### src/rtl/dma_assist_pkg.sv
package dma_assist_pkg;

  // ----------------------------------------------------------------
  // Geometry
  // ----------------------------------------------------------------
  localparam int unsigned NUM_CHAN    = 4;
  localparam int unsigned NUM_REQ     = 40;
  localparam int unsigned NUM_TIMERS  = 4;
  localparam int unsigned CREDIT_W    = 6;
  localparam int unsigned COUNT_W     = 16;
  localparam int unsigned SEL_W       = 6;

  // ----------------------------------------------------------------
  // Request numbering
  // ----------------------------------------------------------------
  localparam logic [5:0] REQ_PIO0_BASE  = 6'h00;
  localparam logic [5:0] REQ_PIO1_BASE  = 6'h08;
  localparam logic [5:0] REQ_SPI_BASE   = 6'h10;
  localparam logic [5:0] REQ_UART_BASE  = 6'h14;
  localparam logic [5:0] REQ_PWM_BASE   = 6'h18;
  localparam logic [5:0] REQ_I2C_BASE   = 6'h20;
  localparam logic [5:0] REQ_ADC        = 6'h24;
  localparam logic [5:0] REQ_XIP_BASE   = 6'h25;
  localparam logic [5:0] REQ_LAST       = 6'h27;
  localparam logic [5:0] SEL_TIMER_BASE = 6'h3b;
  localparam logic [5:0] SEL_UNPACED    = 6'h3f;

  // ----------------------------------------------------------------
  // Register byte offsets (word aligned)
  // ----------------------------------------------------------------
  localparam logic [7:0] OFS_CH_CTRL    = 8'h00;
  localparam logic [7:0] OFS_CH_COUNT   = 8'h04;
  localparam logic [7:0] OFS_CH_TRIG    = 8'h08;
  localparam logic [7:0] OFS_CH_DEBUG   = 8'h0c;
  localparam logic [7:0] CH_STRIDE_SH   = 8'h04;
  localparam logic [7:0] OFS_RAW_IRQ    = 8'h40;
  localparam logic [7:0] OFS_MASK0      = 8'h44;
  localparam logic [7:0] OFS_FORCE0     = 8'h48;
  localparam logic [7:0] OFS_STAT0      = 8'h4c;
  localparam logic [7:0] OFS_MASK1      = 8'h50;
  localparam logic [7:0] OFS_FORCE1     = 8'h54;
  localparam logic [7:0] OFS_STAT1      = 8'h58;
  localparam logic [7:0] OFS_TIMER_BASE = 8'h60;
  localparam logic [7:0] OFS_CSUM_CTRL  = 8'h70;
  localparam logic [7:0] OFS_CSUM_RES   = 8'h74;
  localparam logic [7:0] OFS_ABORT      = 8'h78;

  // ----------------------------------------------------------------
  // Channel control fields
  // ----------------------------------------------------------------
  localparam int unsigned CTRL_EN_BIT    = 0;
  localparam int unsigned CTRL_QUIET_BIT = 1;
  localparam int unsigned CTRL_WATCH_BIT = 2;
  localparam int unsigned CTRL_SEL_LSB   = 8;
  localparam int unsigned CTRL_BUSY_BIT  = 24;
  localparam logic [5:0]  CTRL_SEL_RST   = 6'h3f;
  localparam int unsigned DBG_RESET_BIT  = 31;

  // Checksum control: [0] enable, [2:1] channel, [6:3] mode,
  // [7] bit reverse out, [8] invert out, [9] byte swap out.
  localparam int unsigned CS_EN_BIT   = 0;
  localparam int unsigned CS_CH_LSB   = 1;
  localparam int unsigned CS_MODE_LSB = 3;
  localparam int unsigned CS_REV_BIT  = 7;
  localparam int unsigned CS_INV_BIT  = 8;
  localparam int unsigned CS_SWAP_BIT = 9;

  typedef enum logic [3:0] {
    CS_CRC32_MSB = 4'h0,
    CS_CRC32_LSB = 4'h1,
    CS_CRC16_MSB = 4'h2,
    CS_CRC16_LSB = 4'h3,
    CS_PARITY    = 4'he,
    CS_SUM       = 4'hf
  } csum_mode_t;

  localparam logic [31:0] CRC32_POLY     = 32'h04c11db7;
  localparam logic [31:0] CRC32_POLY_REV = 32'hedb88320;
  localparam logic [15:0] CRC16_POLY     = 16'h1021;
  localparam logic [15:0] CRC16_POLY_REV = 16'h8408;

  // Abort drains for this many cycles to let in-flight beats settle.
  localparam logic [3:0]  ABORT_DRAIN_CYC = 4'h4;

endpackage : dma_assist_pkg

### src/rtl/dma_pace_if.sv
`timescale 1ns/10ps
`default_nettype none
interface dma_pace_if;
  logic [39:0] req_pulse;

  modport device (input  req_pulse);
  modport periph (output req_pulse);
endinterface : dma_pace_if
`default_nettype wire

### src/rtl/dma_assist.sv
// Overview of operation
// - Pace select: peripheral line, timer, or unpaced
// - Request numbers fixed globally, 0 to 39
// - Single-cycle pulses bump saturating per-channel credit
// - Nonzero credit requests; decrement on issue
// - Software leaves serviced peripheral FIFOs alone
// - One channel per peripheral request line
// - Completion raises interrupt unless quiet set
// - Quiet channels interrupt only on null trigger
// - Status per channel; write-one clears bits
// - Two interrupt lines, each with own mask
// - Force register asserts each line for debug
// - Fractional timers, one request per cycle max
// - Four timers, selectable by every channel
// - Sniffer observes selected channel, per-channel enable
// - Sniffer takes one word per clock, no stall
// - CRC-32, CRC-16 both orders, sum, parity
// - Checksum result register writable for seed
// - Invert, reverse, swap affect readout only
// - Clearing enable pauses and keeps state
// - Abort clears count, inactive, no completion interrupt
// - Abort bit high until drained; software polls
// - Debug view of credit, reload count; channel reset
// - All-zero trigger write never starts channel
//
// Added by the designer: the register offsets and the Wishbone slave port.
`timescale 1ns/10ps
`default_nettype none
module dma_assist (
  input  wire logic        clk_i,
  input  wire logic        rst_i,
  input  wire logic        cyc_i,
  input  wire logic        stb_i,
  input  wire logic        we_i,
  input  wire logic [7:0]  adr_i,
  input  wire logic [3:0]  sel_i,
  input  wire logic [31:0] dat_i,
  output logic [31:0]      dat_o,
  output logic             ack_o,
  input  wire logic [3:0]  issue_grant_i,
  output logic [3:0]       issue_req_o,
  output logic [3:0]       chan_busy_o,
  input  wire logic        fifo_valid_i,
  input  wire logic [1:0]  fifo_chan_i,
  input  wire logic [31:0] fifo_data_i,
  input  wire logic [3:0]  inflight_i,
  output logic             irq0_o,
  output logic             irq1_o,
  dma_pace_if.device       pace
);
  localparam int unsigned NC = dma_assist_pkg::NUM_CHAN;

  // ----------------------------------------------------------------
  // State
  // ----------------------------------------------------------------
  typedef struct packed {
    logic [NC-1:0][31:0] ctrl;
    logic [NC-1:0][15:0] count;
    logic [NC-1:0][15:0] reload;
    logic [NC-1:0][5:0]  credit;
    logic [NC-1:0]       busy;
    logic [NC-1:0]       raw_irq;
    logic [NC-1:0]       mask0;
    logic [NC-1:0]       mask1;
    logic [NC-1:0]       force0;
    logic [NC-1:0]       force1;
    logic [NC-1:0]       abort;
    logic [NC-1:0][3:0]  drain;
    logic [3:0][31:0]    timer_cfg;
    logic [31:0]         cs_ctrl;
    logic [31:0]         cs_acc;
    logic [39:0]         req_s1;
    logic [39:0]         req_s2;
    logic [31:0]         rdata;
    logic                ack;
  } dev_state_t;

  dev_state_t s_reg;
  dev_state_t s_next;
  logic [3:0] tick;

  // ----------------------------------------------------------------
  // Pacing timers
  // ----------------------------------------------------------------
  genvar t;
  generate
    for (t = 0; t < 4; t++) begin : g_timer
      pace_timer u_timer (
        .clk_i  (clk_i),
        .rst_i  (rst_i),
        .num_i  (s_reg.timer_cfg[t][31:16]),
        .den_i  (s_reg.timer_cfg[t][15:0]),
        .tick_o (tick[t])
      );
    end
  endgenerate

  // ----------------------------------------------------------------
  // Checksum step: one whole word per call, so no stall is needed
  // ----------------------------------------------------------------
  function automatic logic [31:0] csum_step(input logic [3:0] mode, input logic [31:0] acc,
                                            input logic [31:0] d);
    logic [31:0] c;
    logic [15:0] h;
    c = acc;
    h = acc[15:0];
    case (mode)
      dma_assist_pkg::CS_CRC32_MSB: begin
        for (int i = 31; i >= 0; i--) begin
          c = (c[31] ^ d[i]) ? ((c << 1) ^ dma_assist_pkg::CRC32_POLY) : (c << 1);
        end
      end
      dma_assist_pkg::CS_CRC32_LSB: begin
        for (int i = 0; i < 32; i++) begin
          c = (c[0] ^ d[i]) ? ((c >> 1) ^ dma_assist_pkg::CRC32_POLY_REV) : (c >> 1);
        end
      end
      dma_assist_pkg::CS_CRC16_MSB: begin
        for (int i = 31; i >= 0; i--) begin
          h = (h[15] ^ d[i]) ? ((h << 1) ^ dma_assist_pkg::CRC16_POLY) : (h << 1);
        end
        c = {16'h0000, h};
      end
      dma_assist_pkg::CS_CRC16_LSB: begin
        for (int i = 0; i < 32; i++) begin
          h = (h[0] ^ d[i]) ? ((h >> 1) ^ dma_assist_pkg::CRC16_POLY_REV) : (h >> 1);
        end
        c = {16'h0000, h};
      end
      dma_assist_pkg::CS_PARITY: c = {31'h00000000, acc[0] ^ (^d)};
      dma_assist_pkg::CS_SUM:    c = 32'(acc + d);
      default:                   c = acc;
    endcase
    return c;
  endfunction : csum_step

  // Presentation only; the accumulator is never rewritten by it.
  function automatic logic [31:0] csum_view(input logic [31:0] ctl, input logic [31:0] acc);
    logic [31:0] v;
    v = acc;
    if (ctl[dma_assist_pkg::CS_REV_BIT]) begin
      for (int i = 0; i < 32; i++) v[i] = acc[31-i];
    end
    if (ctl[dma_assist_pkg::CS_INV_BIT]) v = ~v;
    if (ctl[dma_assist_pkg::CS_SWAP_BIT]) v = {v[7:0], v[15:8], v[23:16], v[31:24]};
    return v;
  endfunction : csum_view

  // ----------------------------------------------------------------
  // Next state
  // ----------------------------------------------------------------
  logic        wr;
  logic        rd;
  logic [5:0]  psel;
  logic        paced_pulse;
  logic [1:0]  ch;
  logic [1:0]  cs_ch;
  logic [31:0] wmask;
  logic [31:0] wval;

  always_comb begin
    s_next     = s_reg;
    s_next.ack = 1'b0;
    s_next.req_s1 = pace.req_pulse;
    s_next.req_s2 = s_reg.req_s1;
    wr    = cyc_i && stb_i && we_i && !s_reg.ack;
    rd    = cyc_i && stb_i && !we_i && !s_reg.ack;
    ch    = adr_i[5:4];
    wmask = {{8{sel_i[3]}}, {8{sel_i[2]}}, {8{sel_i[1]}}, {8{sel_i[0]}}};
    wval  = dat_i & wmask;
    psel  = 6'h00;
    paced_pulse = 1'b0;
    cs_ch = s_reg.cs_ctrl[dma_assist_pkg::CS_CH_LSB +: 2];

    for (int c = 0; c < NC; c++) begin
      psel = s_reg.ctrl[c][dma_assist_pkg::CTRL_SEL_LSB +: 6];
      if (psel <= dma_assist_pkg::REQ_LAST) begin
        paced_pulse = s_reg.req_s2[psel];
      end else if (psel >= dma_assist_pkg::SEL_TIMER_BASE && psel != dma_assist_pkg::SEL_UNPACED) begin
        paced_pulse = tick[2'(psel - dma_assist_pkg::SEL_TIMER_BASE)];
      end else begin
        paced_pulse = 1'b0;
      end
      // A paced issue consumes one credit; a same-cycle pulse adds one back.
      if (issue_grant_i[c] && issue_req_o[c]) begin
        s_next.count[c] = 16'(s_reg.count[c] - 16'h0001);
        if (psel != dma_assist_pkg::SEL_UNPACED && !paced_pulse) begin
          s_next.credit[c] = 6'(s_reg.credit[c] - 6'h01);
        end
        if (s_reg.count[c] == 16'h0001) begin
          s_next.busy[c] = 1'b0;
          if (!s_reg.ctrl[c][dma_assist_pkg::CTRL_QUIET_BIT]) s_next.raw_irq[c] = 1'b1;
        end
      end else if (paced_pulse && s_reg.credit[c] != 6'h3f) begin
        s_next.credit[c] = 6'(s_reg.credit[c] + 6'h01);
      end
      if (s_reg.abort[c]) begin
        s_next.drain[c] = (s_reg.drain[c] != 4'h0) ? 4'(s_reg.drain[c] - 4'h1) : 4'h0;
        if (s_reg.drain[c] == 4'h0 && !inflight_i[c]) s_next.abort[c] = 1'b0;
      end
    end

    if (fifo_valid_i && s_reg.cs_ctrl[dma_assist_pkg::CS_EN_BIT]
        && fifo_chan_i == cs_ch && s_reg.ctrl[cs_ch][dma_assist_pkg::CTRL_WATCH_BIT]) begin
      s_next.cs_acc = csum_step(s_reg.cs_ctrl[dma_assist_pkg::CS_MODE_LSB +: 4], s_reg.cs_acc,
                                fifo_data_i);
    end

    if (wr) begin
      s_next.ack = 1'b1;
      if (adr_i < dma_assist_pkg::OFS_RAW_IRQ) begin
        if (adr_i[3:0] == dma_assist_pkg::OFS_CH_CTRL[3:0]) begin
          s_next.ctrl[ch] = (s_reg.ctrl[ch] & ~wmask) | wval;
        end else if (adr_i[3:0] == dma_assist_pkg::OFS_CH_COUNT[3:0]) begin
          s_next.reload[ch] = wval[15:0];
        end else if (adr_i[3:0] == dma_assist_pkg::OFS_CH_TRIG[3:0]) begin
          if (dat_i == 32'h00000000) begin
            if (s_reg.ctrl[ch][dma_assist_pkg::CTRL_QUIET_BIT]) s_next.raw_irq[ch] = 1'b1;
          end else if (!s_reg.busy[ch] && !s_reg.abort[ch]
                       && s_reg.ctrl[ch][dma_assist_pkg::CTRL_EN_BIT] && s_reg.reload[ch] != 16'h0000) begin
            s_next.busy[ch]  = 1'b1;
            s_next.count[ch] = s_reg.reload[ch];
          end
        end else if (dat_i[dma_assist_pkg::DBG_RESET_BIT]) begin
          s_next.busy[ch]   = 1'b0;
          s_next.count[ch]  = 16'h0000;
          s_next.credit[ch] = 6'h00;
        end
      end else if (adr_i == dma_assist_pkg::OFS_STAT0) begin
        // Old bits clear where written as one and set in mask0; a completion in this same cycle survives.
        s_next.raw_irq = (s_reg.raw_irq & ~(dat_i[NC-1:0] & s_reg.mask0))
                         | (s_next.raw_irq & ~s_reg.raw_irq);
      end else if (adr_i == dma_assist_pkg::OFS_STAT1) begin
        s_next.raw_irq = (s_reg.raw_irq & ~(dat_i[NC-1:0] & s_reg.mask1))
                         | (s_next.raw_irq & ~s_reg.raw_irq);
      end else if (adr_i == dma_assist_pkg::OFS_MASK0) begin
        s_next.mask0 = dat_i[NC-1:0];
      end else if (adr_i == dma_assist_pkg::OFS_MASK1) begin
        s_next.mask1 = dat_i[NC-1:0];
      end else if (adr_i == dma_assist_pkg::OFS_FORCE0) begin
        s_next.force0 = dat_i[NC-1:0];
      end else if (adr_i == dma_assist_pkg::OFS_FORCE1) begin
        s_next.force1 = dat_i[NC-1:0];
      end else if (adr_i >= dma_assist_pkg::OFS_TIMER_BASE && adr_i < dma_assist_pkg::OFS_CSUM_CTRL) begin
        s_next.timer_cfg[adr_i[3:2]] = (s_reg.timer_cfg[adr_i[3:2]] & ~wmask) | wval;
      end else if (adr_i == dma_assist_pkg::OFS_CSUM_CTRL) begin
        s_next.cs_ctrl = (s_reg.cs_ctrl & ~wmask) | wval;
      end else if (adr_i == dma_assist_pkg::OFS_CSUM_RES) begin
        s_next.cs_acc = (s_reg.cs_acc & ~wmask) | wval;
      end else if (adr_i == dma_assist_pkg::OFS_ABORT) begin
        for (int c = 0; c < NC; c++) begin
          if (dat_i[c]) begin
            s_next.abort[c] = 1'b1;
            s_next.drain[c] = dma_assist_pkg::ABORT_DRAIN_CYC;
            s_next.busy[c]  = 1'b0;
            s_next.count[c] = 16'h0000;
            s_next.raw_irq[c] = s_reg.raw_irq[c];
          end
        end
      end
    end

    s_next.rdata = 32'h00000000;
    if (rd) begin
      s_next.ack = 1'b1;
      if (adr_i < dma_assist_pkg::OFS_RAW_IRQ) begin
        if (adr_i[3:0] == dma_assist_pkg::OFS_CH_CTRL[3:0]) begin
          s_next.rdata = s_reg.ctrl[ch];
          s_next.rdata[dma_assist_pkg::CTRL_BUSY_BIT] = s_reg.busy[ch];
        end else if (adr_i[3:0] == dma_assist_pkg::OFS_CH_COUNT[3:0]) begin
          s_next.rdata = {16'h0000, s_reg.count[ch]};
        end else if (adr_i[3:0] == dma_assist_pkg::OFS_CH_DEBUG[3:0]) begin
          s_next.rdata = {10'h000, s_reg.credit[ch], s_reg.reload[ch]};
        end
      end else if (adr_i == dma_assist_pkg::OFS_RAW_IRQ) s_next.rdata = 32'(s_reg.raw_irq);
      else if (adr_i == dma_assist_pkg::OFS_MASK0)  s_next.rdata = 32'(s_reg.mask0);
      else if (adr_i == dma_assist_pkg::OFS_MASK1)  s_next.rdata = 32'(s_reg.mask1);
      else if (adr_i == dma_assist_pkg::OFS_FORCE0) s_next.rdata = 32'(s_reg.force0);
      else if (adr_i == dma_assist_pkg::OFS_FORCE1) s_next.rdata = 32'(s_reg.force1);
      else if (adr_i == dma_assist_pkg::OFS_STAT0)  s_next.rdata = 32'((s_reg.raw_irq & s_reg.mask0) | s_reg.force0);
      else if (adr_i == dma_assist_pkg::OFS_STAT1)  s_next.rdata = 32'((s_reg.raw_irq & s_reg.mask1) | s_reg.force1);
      else if (adr_i >= dma_assist_pkg::OFS_TIMER_BASE && adr_i < dma_assist_pkg::OFS_CSUM_CTRL)
        s_next.rdata = s_reg.timer_cfg[adr_i[3:2]];
      else if (adr_i == dma_assist_pkg::OFS_CSUM_CTRL) s_next.rdata = s_reg.cs_ctrl;
      else if (adr_i == dma_assist_pkg::OFS_CSUM_RES)  s_next.rdata = csum_view(s_reg.cs_ctrl, s_reg.cs_acc);
      else if (adr_i == dma_assist_pkg::OFS_ABORT)     s_next.rdata = 32'(s_reg.abort);
    end
  end

  always_ff @(posedge clk_i) begin
    if (rst_i) begin
      s_reg <= '0;
      for (int c = 0; c < NC; c++) begin
        s_reg.ctrl[c][dma_assist_pkg::CTRL_SEL_LSB +: 6] <= dma_assist_pkg::CTRL_SEL_RST;
      end
    end else begin
      s_reg <= s_next;
    end
  end

  // ----------------------------------------------------------------
  // Outputs
  // ----------------------------------------------------------------
  always_comb begin
    for (int c = 0; c < NC; c++) begin
      // Unpaced channels ignore credit and run at full speed.
      issue_req_o[c] = s_reg.busy[c] && s_reg.ctrl[c][dma_assist_pkg::CTRL_EN_BIT]
                       && (s_reg.credit[c] != 6'h00
                           || s_reg.ctrl[c][dma_assist_pkg::CTRL_SEL_LSB +: 6] == dma_assist_pkg::SEL_UNPACED);
    end
  end

  assign chan_busy_o = s_reg.busy;
  assign irq0_o = |((s_reg.raw_irq & s_reg.mask0) | s_reg.force0);
  assign irq1_o = |((s_reg.raw_irq & s_reg.mask1) | s_reg.force1);
  assign dat_o  = s_reg.rdata;
  assign ack_o  = s_reg.ack;
endmodule : dma_assist
`default_nettype wire

### src/rtl/pace_timer.sv
`timescale 1ns/10ps
`default_nettype none
module pace_timer (
  input  wire logic        clk_i,
  input  wire logic        rst_i,
  input  wire logic [15:0] num_i,
  input  wire logic [15:0] den_i,
  output logic             tick_o
);
  typedef struct packed {
    logic [16:0] acc;
    logic        tick;
  } pace_state_t;

  pace_state_t s_reg;
  pace_state_t s_next;

  // Accumulator adds X each clock and emits one tick when it reaches Y, so
  // the rate is X/Y requests per cycle and never more than one.
  always_comb begin
    s_next      = s_reg;
    s_next.tick = 1'b0;
    if (num_i != 16'h0000 && den_i != 16'h0000) begin
      if (s_reg.acc + {1'b0, num_i} >= {1'b0, den_i}) begin
        s_next.acc  = 17'(s_reg.acc + {1'b0, num_i} - {1'b0, den_i});
        s_next.tick = 1'b1;
      end else begin
        s_next.acc = 17'(s_reg.acc + {1'b0, num_i});
      end
    end else begin
      s_next.acc = 17'h00000;
    end
  end

  always_ff @(posedge clk_i) begin
    if (rst_i) begin
      s_reg <= '0;
    end else begin
      s_reg <= s_next;
    end
  end

  assign tick_o = s_reg.tick;
endmodule : pace_timer
`default_nettype wire

### src/flat_wrapper.sv
// flat-port wrapper written by rule: the top's interface ports become plain ports
module dma_assist_flat 
  (clk_i, rst_i, cyc_i, stb_i, we_i, adr_i, sel_i, dat_i, dat_o, ack_o, issue_grant_i, issue_req_o, chan_busy_o, fifo_valid_i, fifo_chan_i, fifo_data_i, inflight_i, irq0_o, irq1_o, pace_req_pulse);
  dma_pace_if pace_i ();
  input  wire logic clk_i;
  input  wire logic rst_i;
  input  wire logic cyc_i;
  input  wire logic stb_i;
  input  wire logic we_i;
  input  wire logic [7:0] adr_i;
  input  wire logic [3:0] sel_i;
  input  wire logic [31:0] dat_i;
  output logic [31:0] dat_o;
  output logic ack_o;
  input  wire logic [3:0] issue_grant_i;
  output logic [3:0] issue_req_o;
  output logic [3:0] chan_busy_o;
  input  wire logic fifo_valid_i;
  input  wire logic [1:0] fifo_chan_i;
  input  wire logic [31:0] fifo_data_i;
  input  wire logic [3:0] inflight_i;
  output logic irq0_o;
  output logic irq1_o;
  input wire logic [$bits(pace_i.req_pulse)-1:0] pace_req_pulse;
  assign pace_i.req_pulse = pace_req_pulse;
  dma_assist u_core (.clk_i(clk_i), .rst_i(rst_i), .cyc_i(cyc_i), .stb_i(stb_i), .we_i(we_i), .adr_i(adr_i), .sel_i(sel_i), .dat_i(dat_i), .dat_o(dat_o), .ack_o(ack_o), .issue_grant_i(issue_grant_i), .issue_req_o(issue_req_o), .chan_busy_o(chan_busy_o), .fifo_valid_i(fifo_valid_i), .fifo_chan_i(fifo_chan_i), .fifo_data_i(fifo_data_i), .inflight_i(inflight_i), .irq0_o(irq0_o), .irq1_o(irq1_o), .pace(pace_i));
endmodule
### config.mk
export PLATFORM = sky130hd
export DESIGN_NAME = dma_assist_flat
export DESIGN_NICKNAME = d
export VERILOG_FILES = /design/src/rtl/dma_assist_pkg.sv /design/src/rtl/dma_pace_if.sv /design/src/rtl/dma_assist.sv /design/src/rtl/pace_timer.sv /design/src/flat_wrapper.sv
export SDC_FILE = /design/constraint.sdc
export NUM_CORES = 2
export LEC_CHECK = 0
export ABC_CLOCK_PERIOD_IN_PS = 12500
export BUFFER_PORTS_ARGS = -buffer_cell sky130_fd_sc_hd__buf_2
export CAP_MARGIN = 20
export CORE_UTILIZATION = 60
export CTS_BUF_LIST = sky130_fd_sc_hd__clkbuf_4 sky130_fd_sc_hd__clkbuf_8 sky130_fd_sc_hd__clkbuf_16
export DETAILED_ROUTE_END_ITERATION = 8
export GPL_TIMING_DRIVEN = 0
export PLACE_DENSITY = 0.8
export SLEW_MARGIN = 30
export SYNTH_ARGS = -nofsm -noshare
export SYNTH_HDL_FRONTEND = slang
export SYNTH_SLANG_ARGS = --single-unit
### constraint.sdc
create_clock -name clk_i -period 12.5 [get_ports clk_i]
set_input_delay 1.875 -clock clk_i [delete_from_list [all_inputs] [get_ports clk_i]]
set_output_delay 1.875 -clock clk_i [all_outputs]
set_load 0.02 [all_outputs]
==> flow_summary.yaml <==
place:
  io_buffers: 166
  dp_hpwl_um: 148000
  dp.cells: 6550
  gp_congestion: 1.10
finish:
  largest_register_ff_count: 478
  regArea_sq_um: 14000
  nFillCells: 6618
  nets: 5910
  area_growth_pct: 10.1
  final_cells: 6689
  multi_input_area_sq_um: 32300
  post-route-util_pct: 67.0
  drive_above_1_share_pct: 12.0
clock_tree:
  clockBufferDepth: 3
  clockRootBuffer: "clkbuf_16"
  cts_buffers: 76
  postCtsHoldBufs: 0
  cts_tree: "built"
  clock-sinks: 697
  clock_latency_ps: 640
  h-tree-depth: 3
  post_cts_resize_count: 0
  cts.clk_slew.worst_paths_ps: 70
  cts_setup_buffers: 0
setup_path:
  slowest_delay_ps: 680
  worstSetupStartpointType: "primary input"
  reg2regPathDepth: 21
  crit_start: "fifo_data_i[2]"
  crit_fanout: 8
  ff2ff_setup_slack_ps: 6370
  r2r-end: "u_core.g_timer[3].u_timer.s_reg[17]"
  worstPathArrival_ps: 7050
  cp-end-kind: "flop"
  crit_type: "in2reg"
  critPathBufInv: 2
  cpMaxStageDelayCell: "xnor2_1"
  cp_top_family: "XOR/XNOR gates"
  cpMostUsedCell: "xnor2_1"
  required_ps: 12970
  reg2reg_from: "u_core.s_reg[289]"
  crit_chain: "buf_2, ha_1, buf_2, xnor2_2, xnor3_1, xnor3_1, xor2_1, xnor2_1, xnor2_1, xnor2_1, xnor2_1, xnor2_1, o22ai_1, a211oi_1, nor2_1, o21ai_0, a221oi_1"
  path_depth: 17
sta:
  timing.final.crit_share_pct: 52.6
  rsz0062_at_grt: "no"
  fin_setup_tns_ps: 0
  setup_viol: 0
  maxSlewHeadroom_pct: 22.8
  finalHoldViolCount: 0
  tightest_slew_ps: 1150
  skew_ps: 27.3
  report.final.slew_viol_count: 0
  fin_crit_ps: 6580
  max_freq_mhz: 152
detailed_routing:
  wl_per_cell_um: 28.2
  vias_per_cell: 6.67
  first_iter_violations: 5980
  firstDrtPassIters: 8
  routed_wl_um: 189000
  vias: 44600
  drtAntennaViolNets: 0
  drc_errors: 0
synthesis:
  yosysTopAreaCell: "dfxtp_1"
  synth-main-ff-cell: "dfxtp_1"
  synth_area_leaders: "dfxtp_1, xnor2_1, mux4_2"
  synth_top_area_share_pct: 28.9
  synth.avg_cell_area_sq_um: 9.05
  synth_most_common_cell: "nor2_1"
  yosysWarnings: 0
  synth_cells: 5333
  ys_seq_elements: 697
  synth_cell_types: 84
  synth-edff-count: 0
  synth_top_cells_by_count: "nor2_1, dfxtp_1, xnor2_1"
  synthesis.area_sq_um: 48300
  synth_nets: 5665
  seq_area_frac_synth_pct: 28.9
  async_reset_ff_share_pct: 0
global_routing:
  grt_pass1_wl_um: 274000
  grt_start_max_net_pins: 16
  gr-total-overflow: 0
  antenna_found_initial: 7
  grt_use_total_pct: 45.1
  grt_pass1_vias: 42000
floorplanning:
  io_pins: 175
  die-width_um: 286
  die_area_sq_um: 81600
  die_h_um: 286
  coreArea_sq_um: 79300
  rows: 103
  initial_core_util_pct: 60.9
power:
  p_leak_nw: 20.0
  p_per_area_nw_per_um2: 220
  ir_drop_v: 0.000423
run_status:
  outcome: "finished, final reports clean"
run:
  max_cap_viol_count: 0
hold_path:
  hp-start: "u_core.s_next[66]"
  hold_class: "reg2reg"
[kinds of logic after synthesis]
logic type | after synthesis | share of synthesized area [%]
adder cells (fa/ha/maj) | 200 | 5.33
AND/OR/NAND/NOR | 1470 | 13.7
AO/OA/AOI/OAI | 1140 | 16.1
XOR/XNOR | 960 | 20.0
buffers and inverters | 500 | 4.26
multiplexers | 366 | 11.7
flip-flops | 697 | 28.9
[layer usage]
layer,share of wire (%),track usage [%]
met2,41,66.2
met4,8.2,30.6
met1,38,57.3
met3,13,13.4
met5,0.036,0
[power breakdown]
group	internal (mW)	total [mW]	switching, mW
Combinational	2.83	7.05	4.21
Sequential	2.23	2.24	0.00963
Clock	1.41	2.42	1.01
Total	6.48	11.7	5.23
[per-stage QoR]
step	worst slack, ps	hold WS, ps	instance area [sq um]	power, mW
global placement	5470	429	50400	8.99
floorplan	6500	414	48300	7.20
global route	5830	453	53100	12.0
detailed placement	5430	429	50500	8.95
CTS	6090	429	53100	11.4
finish	5920	425	53100	11.7
[worst min-delay path by stage]
| stage | end | slack (ps) | cells past startpoint |
|---|---|---|---|
| 4_1_cts | u_core.s_reg[66] | 430 | 1 |
| 3_5_place_dp | u_core.s_reg[52] | 430 | 1 |
| 5_1_grt | u_core.s_reg[34] | 450 | 1 |
| 3_3_place_gp | u_core.s_reg[50] | 430 | 1 |
| 2_1_floorplan | u_core.s_reg[33] | 410 | 1 |
| 6_report | u_core.s_reg[66] | 430 | 1 |
[layout make-up]
class                           instances  share of cell area, %
Clock inverter                         36                  0.869
Tap cell                             1050                   2.47
Clock buffer                           99                   4.12
Multi-Input combinational cell       4136                   60.8
Inverter                              159                   1.12
Antenna cell                            4                 0.0188
Timing Repair Buffer                  167                   1.57
Buffer                                341                   2.77
Sequential cell                       697                   26.3
[layout by cell type, fill, tap and decap left out, types with 14 or more instances in the layout]
master / count
nor2_1: 794
dfxtp_1: 697
xnor2_1: 659
a21oi_1: 304
a211oi_1: 252
clkbuf_1: 237
nand2_1: 210
xor2_1: 202
buf_2: 192
ha_1: 191
mux2i_1: 184
inv_1: 158
mux4_2: 155
o21ai_0: 113
nor2b_1: 107
clkbuf_16: 79
nor4_1: 73
nor3_1: 69
a21boi_0: 54
a22oi_1: 51
a21o_1: 50
nand3_1: 49
a221oi_1: 46
buf_4: 38
o21bai_1: 37
a22o_1: 35
xnor2_2: 35
nand4_1: 33
a211o_1: 31
buf_1: 30
mux2_2: 27
and3_1: 25
nand2b_1: 25
xnor2_4: 25
a31oi_1: 24
o21a_1: 17
xnor3_1: 17
or3_1: 15
o221ai_1: 14
Note: power is estimated with default switching activity, not from simulation.
